==> config.mk <==
export PLATFORM = sky130hd
export DESIGN_NAME = acd_cmd_layer
export DESIGN_NICKNAME = d
export VERILOG_FILES = /design/src/common/acd_pkg.sv /design/src/logic/acd_cmd_layer.sv /design/src/logic/acd_cmd_decode.sv
export SDC_FILE = /design/constraint.sdc
export NUM_CORES = 1
export LEC_CHECK = 0
export ABC_AREA = 1
export BUFFER_PORTS_ARGS = -buffer_cell sky130_fd_sc_hd__buf_4
export CORE_MARGIN = 2
export CORE_UTILIZATION = 59
export DETAILED_ROUTE_END_ITERATION = 10
export GPL_TIMING_DRIVEN = 0
export PLACE_DENSITY = 0.81
export SKIP_CTS_REPAIR_TIMING = 1
export SLEW_MARGIN = 20
export SYNTH_ARGS = -nofsm -noshare
export SYNTH_HDL_FRONTEND = slang
export SYNTH_SLANG_ARGS = --single-unit
==> constraint.sdc <==
create_clock -name ref_clk -period 3.4 [get_ports ref_clk]
set_clock_uncertainty 0.05 [all_clocks]
set_input_delay 0.68 -clock ref_clk [delete_from_list [all_inputs] [get_ports ref_clk]]
set_output_delay 0.68 -clock ref_clk [all_outputs]
set_load 0.005 [all_outputs]
==> src/common/acd_pkg.sv <==
// Purpose: Shared constants and types for the command and DMA data-in layer.
// Assumes: One 10 MHz clock, synchronous active-high reset.
// Notes: Register offsets are byte addresses on a 32-bit APB.
package acd_pkg;

   // ==========================================================
   // Register map
   localparam logic [7:0] ACD_OFS_FEAT = 8'h00;
   localparam logic [7:0] ACD_OFS_SCNT = 8'h04;
   localparam logic [7:0] ACD_OFS_SNUM = 8'h08;
   localparam logic [7:0] ACD_OFS_CYLLO = 8'h0C;
   localparam logic [7:0] ACD_OFS_CYLHI = 8'h10;
   localparam logic [7:0] ACD_OFS_DRVHD = 8'h14;
   localparam logic [7:0] ACD_OFS_CMD = 8'h18;
   localparam logic [7:0] ACD_OFS_DEVCTL = 8'h1C;
   localparam logic [7:0] ACD_OFS_STATUS = 8'h20;
   localparam logic [7:0] ACD_OFS_ISTAT = 8'h24;
   localparam logic [7:0] ACD_OFS_IMASK = 8'h28;

   // ==========================================================
   // Field positions and values
   localparam int ACD_HOB_BIT = 7;
   localparam int ACD_DRV_BIT = 4;
   localparam int ACD_EV_DONE = 0;
   localparam int ACD_EV_ABORT = 1;
   localparam int ACD_EV_FRAME = 2;
   localparam logic [7:0] ACD_ST_OK = 8'h50;
   localparam logic [7:0] ACD_ST_ERR = 8'h51;
   localparam logic [7:0] ACD_ER_ABRT = 8'h04;
   localparam logic [7:0] ACD_ER_NONE = 8'h00;
   localparam logic [7:0] ACD_DEV_FIXED = 8'hA0;
   localparam logic [15:0] ACD_TF_RST = 16'h0000;
   localparam logic [7:0] ACD_BYTE_RST = 8'h00;
   localparam logic [2:0] ACD_MASK_RST = 3'h0;

   // ==========================================================
   // Frame sizing: one data frame carries at most this many dwords.
   localparam logic [11:0] ACD_MAX_FRAME_DW = 12'h800;
   localparam int ACD_DW_PER_SECT_SH = 7;

   // ==========================================================
   // Types
   typedef enum logic [1:0] {
      cls_abort,
      cls_nop,
      cls_nodata,
      cls_dma_in
   } acd_cls_t;

   typedef struct packed {
      acd_cls_t cls;
      logic ext;
      logic dh_full;
      logic cnt_feat;
   } acd_cmd_info_t;

   typedef struct packed {
      logic [7:0] status;
      logic [7:0] error;
      logic [7:0] device;
      logic ibit;
   } acd_reg_fis_t;

   typedef enum logic [1:0] {
      device_idle_state,
      dma_in_prepare_state,
      dma_in_send_data_state,
      dma_in_send_status_state
   } acd_state_t;

endpackage

==> src/logic/acd_cmd_layer.sv <==
// Purpose: Device command layer: task file, command decode, DMA data-in.
// Assumes: Media stager and transport are logic on ref_clk.
// Notes: APB answers with one access cycle; irq is a level.
//
// What this block does
// - DMA-in command enters prepare state, stages data.
// - Prepare moves to send-data when frame ready.
// - Prepare moves to send-status when done or aborted.
// - Send-data requests frames of at most 2048 dwords.
// - Frame sent returns send-data to prepare.
// - Send-status sends Register FIS, interrupt bit set.
// - Status FIS sent returns to idle.
// - Legacy codes complete as no-operations.
// - F8h and 27h read native maximum address.
// - 40h/41h verify, 42h extended verify.
// - HOB bit selects upper or lower readback byte.
// - Drive-only commands ignore the head field.
// - Full-use commands take drive and head.
`timescale 1ns/10ps
module acd_cmd_layer
   import acd_pkg::*;
(
   // Clock and reset
   input wire logic ref_clk,
   input wire logic srst,
   // APB slave
   input wire logic psel,
   input wire logic penable,
   input wire logic pwrite,
   input wire logic [7:0] paddr,
   input wire logic [31:0] pwdata,
   output logic [31:0] prdata,
   output logic pready,
   output logic pslverr,
   // Media stager
   output logic stage_req,
   input wire logic stage_ready,
   input wire logic media_error,
   // Transport data frame request
   output logic tx_data_req,
   output logic [11:0] tx_data_dwords,
   input wire logic tx_data_done,
   // Transport Register FIS request
   output logic tx_reg_req,
   output acd_reg_fis_t tx_reg_fis,
   input wire logic tx_reg_done,
   // Interrupt
   output logic irq
);

   // ==========================================================
   // Declarations
   logic [15:0] tf [0:4];
   logic [7:0] drv_head;
   logic [7:0] devctl;
   logic [7:0] cmd_code;
   logic [2:0] istat;
   logic [2:0] imask;
   logic [2:0] ev;
   logic last_abort;
   logic [23:0] remaining;
   acd_state_t state;
   acd_cmd_info_t dec;
   acd_cmd_info_t cur;
   logic setup;
   logic acc_wr;
   logic acc_rd;
   logic [31:0] rd_val;
   logic rd_ok;
   logic cmd_wr;
   logic [2:0] next_istat;

   // ==========================================================
   // Functions
   // Sector count to dwords; a zero count means the largest count.
   function automatic logic [23:0] sect_dw(input logic ext, input logic [15:0] c);
      logic [16:0] s;
      s = ext ? {1'b0, c} : {9'h000, c[7:0]};
      if (s == 17'h00000) begin
         s = ext ? 17'h10000 : 17'h00100;
      end
      return {s, 7'h00};
   endfunction

   // Next frame length, capped at the frame ceiling.
   function automatic logic [11:0] frame_len(input logic [23:0] r);
      if (r > {12'h000, ACD_MAX_FRAME_DW}) begin
         return ACD_MAX_FRAME_DW;
      end
      return r[11:0];
   endfunction

   // Byte of a 16-bit parameter register picked by the HOB bit.
   function automatic logic [7:0] hob_byte(input logic [15:0] v, input logic hob);
      return hob ? v[15:8] : v[7:0];
   endfunction

   // ==========================================================
   // Decoder
   acd_cmd_decode u_dec (
      .cmd(pwdata[7:0]),
      .info(dec)
   );

   // ==========================================================
   // APB phase decode
   assign setup = psel && !penable;
   assign acc_wr = psel && penable && pready && pwrite;
   assign acc_rd = psel && penable && pready && !pwrite;
   assign cmd_wr = acc_wr && (paddr == ACD_OFS_CMD);

   // Read mux; unmapped addresses answer with an error.
   always_comb begin
      rd_val = 32'h00000000;
      rd_ok = 1'b1;
      unique case (paddr)
         ACD_OFS_FEAT: rd_val = {24'h000000, hob_byte(tf[0], devctl[ACD_HOB_BIT])};
         ACD_OFS_SCNT: rd_val = {24'h000000, hob_byte(tf[1], devctl[ACD_HOB_BIT])};
         ACD_OFS_SNUM: rd_val = {24'h000000, hob_byte(tf[2], devctl[ACD_HOB_BIT])};
         ACD_OFS_CYLLO: rd_val = {24'h000000, hob_byte(tf[3], devctl[ACD_HOB_BIT])};
         ACD_OFS_CYLHI: rd_val = {24'h000000, hob_byte(tf[4], devctl[ACD_HOB_BIT])};
         ACD_OFS_DRVHD: rd_val = {24'h000000, drv_head};
         ACD_OFS_CMD: rd_val = {24'h000000, cmd_code};
         ACD_OFS_DEVCTL: rd_val = {24'h000000, devctl};
         ACD_OFS_STATUS: rd_val = {29'h00000000, last_abort, state};
         ACD_OFS_ISTAT: rd_val = {29'h00000000, istat};
         ACD_OFS_IMASK: rd_val = {29'h00000000, imask};
         default: rd_ok = 1'b0;
      endcase
   end

   // Answer registered in the setup cycle, so outputs come from flops.
   always_ff @(posedge ref_clk) begin
      if (srst) begin
         pready <= 1'b0;
         prdata <= 32'h00000000;
         pslverr <= 1'b0;
      end else begin
         pready <= setup;
         pslverr <= setup && !rd_ok;
         if (setup) begin
            prdata <= pwrite ? 32'h00000000 : rd_val;
         end
      end
   end

   // ==========================================================
   // Task file: each write shifts the old low byte into the high byte.
   always_ff @(posedge ref_clk) begin
      if (srst) begin
         for (int i = 0; i < 5; i++) begin
            tf[i] <= ACD_TF_RST;
         end
      end else if (acc_wr) begin
         for (int i = 0; i < 5; i++) begin
            if (paddr == 8'(4 * i)) begin
               tf[i] <= {tf[i][7:0], pwdata[7:0]};
            end
         end
      end
   end

   // Control bytes and the mask.
   always_ff @(posedge ref_clk) begin
      if (srst) begin
         drv_head <= ACD_BYTE_RST;
         devctl <= ACD_BYTE_RST;
         imask <= ACD_MASK_RST;
      end else if (acc_wr) begin
         if (paddr == ACD_OFS_DRVHD) drv_head <= pwdata[7:0];
         if (paddr == ACD_OFS_DEVCTL) devctl <= pwdata[7:0];
         if (paddr == ACD_OFS_IMASK) imask <= pwdata[2:0];
      end
   end

   // ==========================================================
   // Command flow. A command written while busy is dropped; the host
   // must wait for the closing interrupt before issuing the next one.
   always_ff @(posedge ref_clk) begin
      if (srst) begin
         state <= device_idle_state;
         cmd_code <= ACD_BYTE_RST;
         cur <= '0;
         remaining <= 24'h000000;
         last_abort <= 1'b0;
         stage_req <= 1'b0;
         tx_data_req <= 1'b0;
         tx_data_dwords <= 12'h000;
         tx_reg_req <= 1'b0;
         tx_reg_fis <= '0;
         ev <= 3'h0;
      end else begin
         ev <= 3'h0;
         unique case (state)
            device_idle_state: begin
               if (cmd_wr) begin
                  cmd_code <= pwdata[7:0];
                  cur <= dec;
                  if (dec.cls == cls_dma_in) begin
                     state <= dma_in_prepare_state;
                     remaining <= sect_dw(dec.ext, dec.cnt_feat ? tf[0] : tf[1]);
                     stage_req <= 1'b1;
                  end else begin
                     state <= dma_in_send_status_state;
                     tx_reg_req <= 1'b1;
                     last_abort <= (dec.cls == cls_abort);
                     tx_reg_fis.status <= (dec.cls == cls_abort) ? ACD_ST_ERR : ACD_ST_OK;
                     tx_reg_fis.error <= (dec.cls == cls_abort) ? ACD_ER_ABRT : ACD_ER_NONE;
                     tx_reg_fis.ibit <= 1'b1;
                     // Full-use codes keep the head, others only drive.
                     tx_reg_fis.device <= dec.dh_full ? (drv_head | ACD_DEV_FIXED)
                        : (ACD_DEV_FIXED | {3'h0, drv_head[ACD_DRV_BIT], 4'h0});
                  end
               end
            end
            dma_in_prepare_state: begin
               if (remaining == 24'h000000 || media_error) begin
                  state <= dma_in_send_status_state;
                  stage_req <= 1'b0;
                  tx_reg_req <= 1'b1;
                  last_abort <= media_error && remaining != 24'h000000;
                  if (remaining != 24'h000000) begin
                     tx_reg_fis.status <= ACD_ST_ERR;
                     tx_reg_fis.error <= ACD_ER_ABRT;
                  end else begin
                     tx_reg_fis.status <= ACD_ST_OK;
                     tx_reg_fis.error <= ACD_ER_NONE;
                  end
                  tx_reg_fis.ibit <= 1'b1;
                  tx_reg_fis.device <= cur.dh_full ? (drv_head | ACD_DEV_FIXED)
                     : (ACD_DEV_FIXED | {3'h0, drv_head[ACD_DRV_BIT], 4'h0});
               end else if (stage_ready) begin
                  state <= dma_in_send_data_state;
                  stage_req <= 1'b0;
                  tx_data_req <= 1'b1;
                  tx_data_dwords <= frame_len(remaining);
               end
            end
            dma_in_send_data_state: begin
               if (tx_data_done) begin
                  state <= dma_in_prepare_state;
                  tx_data_req <= 1'b0;
                  remaining <= remaining - {12'h000, tx_data_dwords};
                  stage_req <= (remaining != {12'h000, tx_data_dwords});
                  ev[ACD_EV_FRAME] <= 1'b1;
               end
            end
            dma_in_send_status_state: begin
               if (tx_reg_done) begin
                  state <= device_idle_state;
                  tx_reg_req <= 1'b0;
                  ev[ACD_EV_DONE] <= 1'b1;
                  ev[ACD_EV_ABORT] <= last_abort;
               end
            end
         endcase
      end
   end

   // ==========================================================
   // Interrupt status: a read clears, a same-cycle event still wins.
   assign next_istat = (acc_rd && paddr == ACD_OFS_ISTAT) ? ev : (istat | ev);

   always_ff @(posedge ref_clk) begin
      if (srst) begin
         istat <= 3'h0;
         irq <= 1'b0;
      end else begin
         istat <= next_istat;
         irq <= |(istat & imask);
      end
   end
endmodule // acd_cmd_layer

==> src/logic/acd_cmd_decode.sv <==
// Purpose: Classifies an operation code into its handling class.
// Assumes: Pure combinational, fed from the command write data.
// Notes: Unknown codes fall to the abort class.
`timescale 1ns/10ps
module acd_cmd_decode
   import acd_pkg::*;
(
   // Operation code in
   input wire logic [7:0] cmd,
   // Decoded class and parameter usage
   output acd_cmd_info_t info
);

   // ==========================================================
   // Decode table
   // Legacy codes finish as no-operations so old hosts still work.
   always_comb begin
      info = '0;
      info.cls = cls_abort;
      casez (cmd)
         // Recalibrate uses only the drive bit; seek and format take the head too.
         8'h1?, 8'h00: info.cls = cls_nop;
         8'h7?, 8'h50: begin
            info.cls = cls_nop;
            info.dh_full = 1'b1;
         end
         8'hC8: begin
            info.cls = cls_dma_in;
            info.dh_full = 1'b1;
         end
         8'h25: begin
            info.cls = cls_dma_in;
            info.ext = 1'b1;
         end
         8'h60: begin
            info.cls = cls_dma_in;
            info.ext = 1'b1;
            info.cnt_feat = 1'b1;
         end
         8'hF8: info.cls = cls_nodata;
         8'h27: begin
            info.cls = cls_nodata;
            info.ext = 1'b1;
         end
         8'h40, 8'h41: begin
            info.cls = cls_nodata;
            info.dh_full = 1'b1;
         end
         8'h42, 8'h61, 8'h35, 8'h37, 8'h29, 8'h24, 8'h39, 8'h34,
         8'h06, 8'hEA: begin
            info.cls = cls_nodata;
            info.ext = 1'b1;
         end
         8'hCA, 8'hCB, 8'hF9, 8'hC4, 8'h20, 8'hC5, 8'h30, 8'h3C: begin
            info.cls = cls_nodata;
            info.dh_full = 1'b1;
         end
         8'hEC, 8'hE5, 8'h98, 8'h90, 8'hE7, 8'hE3, 8'h97, 8'hE1,
         8'h95, 8'hDE, 8'hDF, 8'hE4, 8'hE8, 8'hEF, 8'hC6, 8'hE6,
         8'h99, 8'hE2, 8'h96, 8'hE0, 8'h94, 8'hF1, 8'hF2, 8'hF3,
         8'hF4, 8'hF5, 8'hF6, 8'hB0: begin
            info.cls = cls_nodata;
         end
         default: info.cls = cls_abort;
      endcase
   end

endmodule // acd_cmd_decode

==> impl_metrics.toml <==
[placement]
gp_congestion = 0.966
port_buffers = 58
place_ws_ps = 92.5
dp_cells = 1610
dp.final_hpwl_mm = 20.7
place_area_um2 = 10700

[floorplanning]
core_area_um2 = 16300
initial_utilization = 0.597
io_pins = 124
fp.dieArea_um2 = 17600
rows = 47
dieHeight_um = 133
fp.dieW_um = 133

[worst_setup_path]
crit_path_start_kind = "input pin"
required_ps = 3520
crit_fanout = 10
worstPathArrival_ps = 3060
path_class = "in -> reg"
cp-end-kind = "flop"

[sta]
fmax_ghz = 0.340
finalHoldWorstSlack_ps = 391
slew_headroom = 0.412
slew_viol_final = 0
worst_pin_slew_ps = 882
rsz0062_at_grt = "false"
hold_viol = 0
fin_crit_sh = 0.865
final.setup.tns_ps = 0
finalSetupViolCount = 0
finalCriticalPeriod_ps = 2940
fin_ws_ps = 457

[logic_synthesis]
async_reset_ff_frac = 0
yosys_warnings = 0
yosysSeqAreaShare = 0.441
yosys.area.top_type = "edfxtp_1"
synth_ff_type = "dfxtp_1"
netlist_instances = 1292
synth_enable_flop_cells = 80
synth.distinct_cells = 49
syn_avg_cell_area_um2 = 7.56
synth_top_area_share = 0.246
ys_ff_latch = 175
synthTopCellsByArea = "edfxtp_1 (25%), dfxtp_1 (19%), nand2_1 (11%)"
synth.cell_area_um2 = 9760

[power]
totalPowerFinal_mw = 6.00
p_leak_nw = 4.93
p_seq_frac = 0.394
switching_power_mw = 2.04
ir_drop_mv = 0.393
p_int_mw = 3.96
power.density_nw_per_um2 = 532
combPwrFrac = 0.272
pwr-share-clk = 0.333
sw_frac_of_total = 0.341

[route]
route.detailed.drc = 0
wl_per_cell_um = 17.1
drtPass1Iterations = 9
drtIter0Drc = 910
ant_nets = 0
routed_wl_mm = 28.0
num_vias = 9358
vias_per_cell = 5.70

[cts]
clkTransAtPathRegs_ps = 70
worstSkewPairLatency_ps = 440
clock-root-buffer = "clkbuf_16"
cts_tree = "done"
htree_levels = 4
clkSinkCount = 175
cts_inserted_buffers = 17
cts_max_path_buffers = 2

[global_route]
grt_max_degree = 17
antenna_found_initial = 0
grt-ovfl-total = 0
grt_pass1_vias = 8589
grtUsageTotal = 0.322
grt_pass1_wl_mm = 44.4

[finish]
utilization = 0.690
layout.cells.non_filler = 1642
diodes = 0
nets = 1475
finish.instance_area_um2 = 11300
drive_gt1_frac = 0.152
area_growth_pct = 15.5

[run_status]
outcome = "complete, no violations"

[flow_run]
drv_cap = 0

[hold_path]
worst_hold_path_type = "reg -> reg"
==> cells by family after synthesis <==
group | Yosys count | synth area share
AND/OR/NAND/NOR | 587 | 0.263
AO/OA/AOI/OAI | 269 | 0.156
buffers and inverters | 243 | 0.117
flip-flops | 175 | 0.441
adder cells (fa/ha/maj) | 17 | 0.0226
other | 1 | 0.000384
==> registers in the layout, indices dropped and copies added, names as in the netlist, 2 cells and up <==
name and flops:
state 2, remaining 24, tf 80, drv_head 8, devctl 8, cmd_code 8
istat 3, tx_reg_fis 8, prdata 8, ev 3, imask 3, tx_data_dwords 12
==> worst paths after layout <==
kind	start	end	slack [ps]	depth (start not counted)
max	paddr[0]	tf[0][33]$_DFFE_PP_	460	12
min	ev[0]$_SDFF_PP0_	istat[0]$_SDFF_PP0_	390	2
max reg2reg	remaining[0]$_SDFFE_PP0P_	remaining[22]$_SDFFE_PP0P_	660	15
min reg2reg	ev[0]$_SDFF_PP0_	istat[0]$_SDFF_PP0_	390	2
==> power groups by stage <==
stage / clock network [mW] / logic [mW] / registers (mW)
floorplan: 0 / 1.14 / 2.39
global route: 2.09 / 1.79 / 2.38
CTS: 2.00 / 1.59 / 2.36
detailed placement: 0 / 1.58 / 2.41
finish: 2.00 / 1.63 / 2.37
global placement: 0 / 1.53 / 2.41
==> critical path, cell delays in order <==
cell	delay (ps)
buf_4	110
inv_1	50
nand2_1	60
nor2_2	230
nand2_1	140
nor2_2	380
inv_1	170
nand3_1	130
nand3_1	130
buf_2	260
buf_1	250
nor2_1	470
==> layout make-up <==
class | count | area, um2
clock inverters | 11 | 118
well taps | 220 | 275
fillers | 1340 | 5070
repair buffers | 63 | 492
inverters | 153 | 579
clock buffers | 21 | 482
plain buffers | 90 | 564
flip-flops and latches | 175 | 4300
multi-input cells | 909 | 4460
==> cell usage in the layout, fill, tap and decap left out, types with 7 or more instances in the layout <==
master	synthesis	layout
nand2_1	275	275
ha_1	16	16
inv_1	141	141
clkbuf_1	28	29
edfxtp_1	80	80
a221oi_1	11	11
clkbuf_16	0	18
nand2_2	11	11
nand3_1	66	66
o21ai_0	95	90
nand4_1	17	17
a211oi_1	23	23
dfxtp_1	95	95
a21oi_1	112	112
inv_2	10	10
buf_4	47	105
buf_6	5	10
nor2_2	11	11
buf_2	7	7
nor3_1	15	15
nor2_1	163	163
conb_1	1	36
==> synth_stat cells (7+ instances only) <==
library cell / number
nand2_1: 275
o21ai_0: 95
inv_2: 10
edfxtp_1: 80
inv_1: 141
clkbuf_1: 28
a211oi_1: 23
nand4_1: 17
a21oi_1: 112
nand3_1: 66
buf_2: 7
a221oi_1: 11
nor2_2: 11
nor2_1: 163
dfxtp_1: 95
nand2_2: 11
ha_1: 16
buf_4: 47
nor3_1: 15
==> per-layer routing <==
metal / share of wire / track usage / vias to the layer above
li1: - / - / 4444
met2: 0.48 / 0.535 / 504
met4: 0.037 / 0.136 / 0
met3: 0.085 / 0.0594 / 92
met5: 0 / 0 / -
met1: 0.40 / 0.413 / 4318
No activity file was read; power rests on OpenSTA's default activity.
